<file path="config.mk">
export PLATFORM = sky130hd
export DESIGN_NAME = bsc_top
export DESIGN_NICKNAME = d
export VERILOG_FILES = /design/src/shared/bsc_pkg.sv /design/src/rtl/bsc_top.sv
export VERILOG_INCLUDE_DIRS = /design/src /design/src/shared
export SDC_FILE = /design/constraint.sdc
export NUM_CORES = 1
export LEC_CHECK = 0
export ABC_AREA = 1
export BUFFER_PORTS_ARGS = -buffer_cell sky130_fd_sc_hd__buf_2
export CORE_AREA = 2 2 289 291
export CTS_CLUSTER_DIAMETER = 100
export CTS_CLUSTER_SIZE = 12
export DETAILED_ROUTE_END_ITERATION = 12
export DIE_AREA = 0 0 291 293
export PLACE_DENSITY_LB_ADDON = 0.25
export SYNTH_ARGS = -nofsm -noshare
export SYNTH_HDL_FRONTEND = slang
export SYNTH_SLANG_ARGS = --single-unit
</file>
<file path="constraint.sdc">
create_clock -name aclk -period 2.3 [get_ports aclk]
set_input_delay 0.115 -clock aclk [delete_from_list [all_inputs] [get_ports aclk]]
set_output_delay 0.115 -clock aclk [all_outputs]
set_load 0.05 [all_outputs]
</file>
<file path="src/shared/bsc_consts.svh">
`ifndef BSC_CONSTS_SVH
`define BSC_CONSTS_SVH
// ==========================================
// Parallel port register map
`define BSC_PREG_CTRL 8'h0B
`define BSC_PREG_FLAGS 8'h0C
`define BSC_PIE_BIT 6
`define BSC_AIE_BIT 5
`define BSC_UIE_BIT 4
`define BSC_SQUARE_WAVE_ENABLE_BIT 3
`define BSC_CTRL_RST 8'h00
// ==========================================
// Bus-side registers
`define BSC_AXI_STATUS 8'h00
`define BSC_AXI_INT_STAT 8'h04
`define BSC_AXI_INT_MASK 8'h08
`define BSC_AXI_CFG 8'h0C
`define BSC_INT_WR_BIT 0
`define BSC_INT_RD_BIT 1
`define BSC_INT_RST_BIT 2
`define BSC_INT_REFUSE_BIT 3
`define BSC_CFG_RST 32'h0000_0001
`define BSC_RESP_OKAY 2'h0
`define BSC_RESP_SLVERR 2'h2
`endif

</file>
<file path="src/shared/bsc_pkg.sv">
package bsc_pkg;
    // Parallel port inputs, sampled on aclk
    typedef struct packed {
        logic [7:0] ad;
        logic address_strobe;
        logic read_or_data_strobe;
        logic write_n;
        logic chip_sel_n;
    } bsc_pbus_t;
    // Interrupt flag set
    typedef struct packed {
        logic periodic_flag;
        logic alarm_flag;
        logic update_flag;
    } bsc_flags_t;
endpackage

</file>
<file path="src/rtl/bsc_top.sv">
// Implementation choices: the placing of the registers and the AXI4-Lite register port.
`include "bsc_consts.svh"

module bsc_top #(
    parameter int RAM_DEPTH = 128,
    parameter int AXI_AW = 8
) (
    // Clock and reset
    input wire logic aclk,
    input wire logic aresetn,
    // AXI4-Lite slave
    input wire logic [AXI_AW-1:0] s_axi_awaddr,
    input wire logic s_axi_awvalid,
    output logic s_axi_awready,
    input wire logic [31:0] s_axi_wdata,
    input wire logic [3:0] s_axi_wstrb,
    input wire logic s_axi_wvalid,
    output logic s_axi_wready,
    output logic [1:0] s_axi_bresp,
    output logic s_axi_bvalid,
    input wire logic s_axi_bready,
    input wire logic [AXI_AW-1:0] s_axi_araddr,
    input wire logic s_axi_arvalid,
    output logic s_axi_arready,
    output logic [31:0] s_axi_rdata,
    output logic [1:0] s_axi_rresp,
    output logic s_axi_rvalid,
    input wire logic s_axi_rready,
    output logic axi_irq,
    // Multiplexed parallel port
    input wire bsc_pkg::bsc_pbus_t pbus_i,
    output logic [7:0] ad_o,
    output logic ad_oe,
    input wire logic bus_style_select,
    input wire logic reset_in_n,
    input wire logic power_ok,
    // Timebase events and outputs
    input wire logic periodic_evt,
    input wire logic alarm_evt,
    input wire logic update_evt,
    input wire logic square_src,
    output logic square_wave_o,
    output logic irq_req_o,
    output logic irq_req_oe
);

    // ==========================================
    // Parameter checks
    initial begin
        if (RAM_DEPTH < 16 || RAM_DEPTH > 256) begin
            $error("RAM_DEPTH must be 16..256");
        end
        if (AXI_AW < 4) begin
            $error("AXI_AW must be at least 4");
        end
    end

    localparam int RAM_AW = $clog2(RAM_DEPTH);

    // ==========================================
    // Input edge history
    bsc_pkg::bsc_pbus_t pbus_q_reg;
    logic drive_q_reg;

    always_ff @(posedge aclk) begin
        if (!aresetn) begin
            pbus_q_reg <= '{ad: 8'h00, address_strobe: 1'b0,
                read_or_data_strobe: 1'b0, write_n: 1'b1, chip_sel_n: 1'b1};
        end else begin
            pbus_q_reg <= pbus_i;
        end
    end

    // ==========================================
    // Reset pin qualification
    logic reset_apply;
    logic access_ok;
    logic host_en;

    assign reset_apply = !reset_in_n && power_ok;
    assign access_ok = reset_in_n && power_ok && host_en;

    // ==========================================
    // Address latch
    logic [7:0] addr_reg;
    logic addr_valid_reg;
    logic as_fall;
    logic as_rise;

    assign as_fall = pbus_q_reg.address_strobe && !pbus_i.address_strobe;
    assign as_rise = !pbus_q_reg.address_strobe && pbus_i.address_strobe;

    always_ff @(posedge aclk) begin
        if (!aresetn) begin
            addr_reg <= 8'h00;
            addr_valid_reg <= 1'b0;
        end else if (as_fall) begin
            addr_reg <= pbus_q_reg.ad;
            addr_valid_reg <= 1'b1;
        end else if (as_rise) begin
            addr_valid_reg <= 1'b0;
        end
    end

    // ==========================================
    // Strobe decode
    logic selected;
    logic drive;
    logic write_fire;
    logic read_done;
    logic strobe_edge;

    assign selected = addr_valid_reg && !pbus_i.chip_sel_n && access_ok;

    always_comb begin
        if (bus_style_select) begin
            drive = pbus_i.read_or_data_strobe && pbus_i.write_n;
            write_fire = pbus_q_reg.read_or_data_strobe
                && !pbus_i.read_or_data_strobe && !pbus_q_reg.write_n;
            strobe_edge = pbus_q_reg.read_or_data_strobe
                && !pbus_i.read_or_data_strobe;
        end else begin
            drive = !pbus_i.read_or_data_strobe && pbus_i.write_n;
            write_fire = !pbus_q_reg.write_n && pbus_i.write_n;
            strobe_edge = write_fire
                || (!pbus_q_reg.read_or_data_strobe && pbus_i.read_or_data_strobe);
        end
    end

    assign ad_oe = drive && selected;
    assign read_done = drive_q_reg && !ad_oe;

    logic write_ok;
    assign write_ok = write_fire && selected;

    always_ff @(posedge aclk) begin
        if (!aresetn) begin
            drive_q_reg <= 1'b0;
        end else begin
            drive_q_reg <= ad_oe;
        end
    end

    // ==========================================
    // Control register and RAM
    logic [7:0] ctrl_reg;
    logic [7:0] ram [RAM_DEPTH];
    logic addr_in_ram;

    assign addr_in_ram = 32'(addr_reg) < RAM_DEPTH;

    always_ff @(posedge aclk) begin
        if (!aresetn) begin
            ctrl_reg <= `BSC_CTRL_RST;
        end else if (reset_apply) begin
            ctrl_reg[`BSC_PIE_BIT] <= 1'b0;
            ctrl_reg[`BSC_AIE_BIT] <= 1'b0;
            ctrl_reg[`BSC_UIE_BIT] <= 1'b0;
            ctrl_reg[`BSC_SQUARE_WAVE_ENABLE_BIT] <= 1'b0;
        end else if (write_ok && addr_reg == `BSC_PREG_CTRL) begin
            ctrl_reg <= pbus_q_reg.ad;
        end
    end

    always_ff @(posedge aclk) begin
        if (write_ok && addr_in_ram && addr_reg != `BSC_PREG_CTRL
                && addr_reg != `BSC_PREG_FLAGS) begin
            ram[addr_reg[RAM_AW-1:0]] <= pbus_q_reg.ad;
        end
    end

    // ==========================================
    // Interrupt flags
    bsc_pkg::bsc_flags_t flags_reg;
    logic any_irq_flag;
    logic flags_rd_clr;

    assign flags_rd_clr = read_done && addr_reg == `BSC_PREG_FLAGS;

    // Events win over a read clear
    always_ff @(posedge aclk) begin
        if (!aresetn) begin
            flags_reg <= '0;
        end else if (reset_apply) begin
            flags_reg <= '0;
        end else begin
            flags_reg.periodic_flag <= periodic_evt
                || (flags_reg.periodic_flag && !flags_rd_clr);
            flags_reg.alarm_flag <= alarm_evt
                || (flags_reg.alarm_flag && !flags_rd_clr);
            flags_reg.update_flag <= update_evt
                || (flags_reg.update_flag && !flags_rd_clr);
        end
    end

    assign any_irq_flag =
        (flags_reg.periodic_flag && ctrl_reg[`BSC_PIE_BIT])
        || (flags_reg.alarm_flag && ctrl_reg[`BSC_AIE_BIT])
        || (flags_reg.update_flag && ctrl_reg[`BSC_UIE_BIT]);

    always_ff @(posedge aclk) begin
        if (!aresetn) begin
            irq_req_oe <= 1'b0;
        end else begin
            irq_req_oe <= any_irq_flag && !reset_apply && !flags_rd_clr;
        end
    end
    assign irq_req_o = 1'b0;

    // Square wave dies with the supply too
    always_ff @(posedge aclk) begin
        if (!aresetn) begin
            square_wave_o <= 1'b0;
        end else begin
            square_wave_o <= square_src && ctrl_reg[`BSC_SQUARE_WAVE_ENABLE_BIT] && power_ok;
        end
    end

    // ==========================================
    // Read data
    logic [7:0] read_mux;

    always_comb begin
        if (addr_reg == `BSC_PREG_CTRL) begin
            read_mux = ctrl_reg;
        end else if (addr_reg == `BSC_PREG_FLAGS) begin
            read_mux = {any_irq_flag, flags_reg, 4'h0};
        end else if (addr_in_ram) begin
            read_mux = ram[addr_reg[RAM_AW-1:0]];
        end else begin
            read_mux = 8'h00;
        end
    end

    // Frozen while driving so a read-clear cannot alter the byte
    always_ff @(posedge aclk) begin
        if (!aresetn) begin
            ad_o <= 8'h00;
        end else if (!ad_oe) begin
            ad_o <= read_mux;
        end
    end

    // ==========================================
    // Bus-side interrupt status
    logic [3:0] int_stat_reg;
    logic [3:0] int_mask_reg;
    logic [31:0] cfg_reg;
    logic [3:0] int_evt;
    logic [3:0] int_w1c;
    logic reset_apply_q_reg;
    logic refused;

    assign host_en = cfg_reg[0];
    assign refused = strobe_edge && addr_valid_reg && !pbus_i.chip_sel_n
        && !access_ok;

    always_comb begin
        int_evt = 4'h0;
        int_evt[`BSC_INT_WR_BIT] = write_ok;
        int_evt[`BSC_INT_RD_BIT] = read_done;
        int_evt[`BSC_INT_RST_BIT] = reset_apply && !reset_apply_q_reg;
        int_evt[`BSC_INT_REFUSE_BIT] = refused;
    end

    logic wr_go;
    logic [AXI_AW-1:0] waddr;
    assign wr_go = s_axi_awvalid && s_axi_wvalid && !s_axi_bvalid;
    assign s_axi_awready = wr_go;
    assign s_axi_wready = wr_go;
    assign waddr = s_axi_awaddr;
    assign int_w1c = (wr_go && waddr == AXI_AW'(`BSC_AXI_INT_STAT)
        && s_axi_wstrb[0]) ? s_axi_wdata[3:0] : 4'h0;

    always_ff @(posedge aclk) begin
        if (!aresetn) begin
            reset_apply_q_reg <= 1'b0;
            int_stat_reg <= 4'h0;
        end else begin
            reset_apply_q_reg <= reset_apply;
            int_stat_reg <= int_evt | (int_stat_reg & ~int_w1c);
        end
    end

    always_ff @(posedge aclk) begin
        if (!aresetn) begin
            int_mask_reg <= 4'h0;
            cfg_reg <= `BSC_CFG_RST;
        end else if (wr_go && s_axi_wstrb[0]) begin
            if (waddr == AXI_AW'(`BSC_AXI_INT_MASK)) begin
                int_mask_reg <= s_axi_wdata[3:0];
            end
            if (waddr == AXI_AW'(`BSC_AXI_CFG)) begin
                cfg_reg <= {31'h0000_0000, s_axi_wdata[0]};
            end
        end
    end

    always_ff @(posedge aclk) begin
        if (!aresetn) begin
            axi_irq <= 1'b0;
        end else begin
            axi_irq <= |(int_stat_reg & int_mask_reg);
        end
    end

    // ==========================================
    // AXI write response
    logic wr_mapped;
    assign wr_mapped = waddr == AXI_AW'(`BSC_AXI_INT_STAT)
        || waddr == AXI_AW'(`BSC_AXI_INT_MASK)
        || waddr == AXI_AW'(`BSC_AXI_CFG)
        || waddr == AXI_AW'(`BSC_AXI_STATUS);

    always_ff @(posedge aclk) begin
        if (!aresetn) begin
            s_axi_bvalid <= 1'b0;
            s_axi_bresp <= `BSC_RESP_OKAY;
        end else if (wr_go) begin
            s_axi_bvalid <= 1'b1;
            s_axi_bresp <= wr_mapped ? `BSC_RESP_OKAY : `BSC_RESP_SLVERR;
        end else if (s_axi_bready) begin
            s_axi_bvalid <= 1'b0;
        end
    end

    // ==========================================
    // AXI read
    logic [31:0] status_word;
    assign status_word = {16'h0000, ctrl_reg, any_irq_flag, flags_reg,
        reset_apply, !reset_in_n, power_ok, bus_style_select};
    assign s_axi_arready = !s_axi_rvalid;

    always_ff @(posedge aclk) begin
        if (!aresetn) begin
            s_axi_rvalid <= 1'b0;
            s_axi_rdata <= 32'h0000_0000;
            s_axi_rresp <= `BSC_RESP_OKAY;
        end else if (s_axi_arvalid && s_axi_arready) begin
            s_axi_rvalid <= 1'b1;
            s_axi_rresp <= `BSC_RESP_OKAY;
            unique case (s_axi_araddr)
                AXI_AW'(`BSC_AXI_STATUS): s_axi_rdata <= status_word;
                AXI_AW'(`BSC_AXI_INT_STAT): s_axi_rdata <= {28'h0, int_stat_reg};
                AXI_AW'(`BSC_AXI_INT_MASK): s_axi_rdata <= {28'h0, int_mask_reg};
                AXI_AW'(`BSC_AXI_CFG): s_axi_rdata <= cfg_reg;
                default: begin
                    s_axi_rdata <= 32'h0000_0000;
                    s_axi_rresp <= `BSC_RESP_SLVERR;
                end
            endcase
        end else if (s_axi_rready) begin
            s_axi_rvalid <= 1'b0;
        end
    end

endmodule // bsc_top

</file>
==> impl_results.md <==
* Outcome: complete, but fails checks
* Failing checks: negative setup slack
* Clock tree buffer depth at 3
* Ports at about 130
* Worst IR Drop VDD at 0.000744 V
* Share of the yosys chip area belonging to registers at 0.724
* Synth unique cells at 40
* Drt initial violations at 3346
* Gate Count Post-Synth at 3930
* H-tree lvl count at 3
* GRT Residual Overflow at 0
* Die area at 85300 um^2
* Filler Cell Count at roughly 6000
* Via density per instance at approximately 5.7
* FF+latch area at 32400 um^2
* Nets at 4347
* Worst-Margin Slew at approximately 0.65 ns
* Pwr Density at 758 nW/um^2
* Critical Path AT at 2.94 ns
* Die width at 291 um
* Flops & latches, synth at 1104
* Cts bufs inserted at ~100
* Crit-path leading delay family: simple AND/OR/NAND/NOR gates
* Largest net degree at the start of global routing at 95
* CP bufs+invs at 3
* First-pass GRT wire length at about 170 mm
* Pre-Repair DR Iteration Count at 7
* Max reg flops at 1024
* Clock transition at the registers of the reported paths at 0.06 ns
* DRC Markers at 0
* Hold Vio Cnt, Final at 0
* Part of the cycle the worst path needs at 1.04
* Clock Power Share at 0.371
* Root Driver: clkbuf_16
* Core Rows at 105
* DP Area at 48600 um^2
* Core area at 81800 um^2
* Dominant synthesized flop cell: edfxtp_1
* Type of the worst setup path: flop to flop
* Max_slew headroom at 0.565
* Fin worst setup slack at -0.0890 ns
* Sw frac at 0.220
* CP required at around 2.9 ns
* Slowest cell on crit path: dfxtp_4
* TritonCTS clock tree: yes
* Async SR Flop Fraction at 0
* Max-Cap Viols at 0
* Fmax at 419 MHz
* Sw power at 0.00873 W
* Area grow syn2layout at 17.0%
* Internal power at 0.0309 W
* Synth area leaders: edfxtp_1 69%, nand3_1 11%, nand2_1 10%
* Post-detail-place hpwl at 68.2 mm
* GRT Total Usage at 0.263
* # setup viols final at 3
* Port Buffer Count at 81
* Sequential share of power at 0.558
* Crit-path cells: clkinv_8, buf_12, buf_4, nand2_1, nand3_1, nand3_1, nand3_1, nand3_1, nand2_1, nand2_1, nand3_1, nand3_1, nand2_1, nand2_1, nand2_1
* Count leader, synth: nand2_1
* Syn_area_per_cell at roughly 11 um^2
* Yosys top cell by area: edfxtp_1
* Antenna-violating nets left at 0
* Synth warn at 0
* Total routed wirelength at 114 mm
* Vias in the first global route at approximately 30000
* Worst Hold Class: input port to flop
* Minimum clock period at 2.39 ns
* Commonest cells post-synth: 1221 x nand2_1, 1024 x edfxtp_1, 974 x nand3_1
* Inst Count DP at 5163
* Initial Util at 0.546
* Final Skew at between 0.02 and 0.03 ns
* Routability cong. at 0.868
* CP max FO at 11
* Layout cell share with drive strength beyond 1 at 0.133
* RSZ-0062 raised after global routing: true
* Top-area cell type share of the netlist area at 0.688
* Antenna violations before repair at 0
* Crit end category: flop
* Clk_lat worst skew at between 0.6 and 0.7 ns
* Cell area after layout at approximately 52000 um^2
* Sink Count at between 1000 and 1500
* Post-Syn Area at 44700 um^2
* Slew Viols, Final at 0
* Static Leak at a little under 20 nW
* Via count at 30700
* Setup crit start kind: flop
* Post-route insts no fill at between 5000 and 6000
* Multi-input gate area at ~11000 um^2
* Largest stage delay, worst path at 0.44 ns
* Post-synth EDFFs at around 1000
* Die height at 293 um
* Comb pwr share at 0.070
* DR WL/cell at roughly 21 um
[timing repair]
item | 4_1_cts | 5_1_grt
pin swaps | 1 | 3
cloned | 0 | 5
setup endpoints to repair | 6 | 884
endpoints found under the hold margin | 51 | 2
setup buffers | 0 | 4
hold buffers | 62 | 2
gates resized for setup | 3 | 49
[routing by layer]
| metal | global-route usage | vias up | share of wire |
|---|---|---|---|
| met5 | 0 | - | 0 |
| met4 | 0.108 | 0 | 0.035 |
| met3 | 0.0357 | 225 | 0.078 |
| met2 | 0.436 | 1365 | 0.48 |
| met1 | 0.355 | 14800 | 0.40 |
| li1 | - | 14300 | - |
[layout by cell type, fill, tap and decap left out, drive strengths merged]
cell and instances:
or2 1, buf 394, a211oi 3, ha 1
dfxtp 80, and2 1, nor2 163, a21oi 51
a41oi 1, nand2 1223, nand3 982, conb 35
nor3 3, o21ai 40, dlygate4sd3 63, diode 1
and3 1, o21a 1, o311ai 1, clkinv 2
inv 77, o221ai 2, a31oi 1, nand4 2
o31ai 1, o22ai 3, clkbuf 128, o32ai 1
nor4 3, a311oi 1, edfxtp 1024
[through the flow]
stage / total power, W / setup TNS [ns] / setup WS, ns / hold slack (ns) / utilization
finish: 0.0397 / -0.206 / -0.0890 / 0.0931 / 0.639
global route: 0.0408 / -0.844 / -0.105 / 0.117 / 0.639
CTS: 0.0397 / -0.0667 / -0.0243 / 0.000960 / 0.634
detailed placement: 0.0252 / -0.0592 / -0.0590 / 0.305 / 0.594
global placement: 0.0251 / -0.0159 / -0.0143 / 0.296 / 0.594
floorplan: 0.0241 / 0 / 0.0103 / 0.208 / -
[power groups by stage]
| stage | logic [W] | clock network [W] | registers, W |
|---|---|---|---|
| finish | 0.00279 | 0.0147 | 0.0221 |
| global route | 0.00301 | 0.0156 | 0.0221 |
| CTS | 0.00268 | 0.0149 | 0.0221 |
| detailed placement | 0.00260 | 0 | 0.0226 |
| global placement | 0.00256 | 0 | 0.0226 |
| floorplan | 0.00138 | 0 | 0.0227 |
[final timing paths]
path	cells after the start	endpoint	startpoint	slack, ns
worst max register to register	15	ad_o[7]$_SDFFE_PN0N_	flop	-0.09
worst min register to register	2	s_axi_rdata[14]$_SDFFE_PN0P_	s_axi_rdata[14]$_SDFFE_PN0P_	0.47
worst min-delay path	5	s_axi_rdata[0]$_SDFFE_PN0P_	s_axi_araddr[3]	0.09
worst max-delay path	15	ad_o[7]$_SDFFE_PN0N_	flop	-0.09
[final cells by class]
type | instances | area share
Antenna cell | 1 | 0.0000478
Sequential cell | 1104 | 0.619
Inverter | 78 | 0.00603
Timing Repair inverter | 1 | 0.000167
Clock buffer | 124 | 0.0516
Tap cell | 1070 | 0.0256
Timing Repair Buffer | 461 | 0.0837
Multi-Input combinational cell | 2521 | 0.213
[worst min-delay path: stages]
cell,delay (ns)
buf_2,0.13
nand4_1,0.10
o21ai_0,0.08
o21ai_0,0.21
a21oi_1,0.07
[logic make-up after synthesis]
logic type,count (synthesis),synth area share
AND/OR/NAND/NOR,2379,0.231
flip-flops,1104,0.724
buffers and inverters,339,0.0323
AO/OA/AOI/OAI,106,0.0128
adder cells (fa/ha/maj),1,0.000280
other,1,0.0000839
Note: power is estimated with default switching activity, not from simulation.
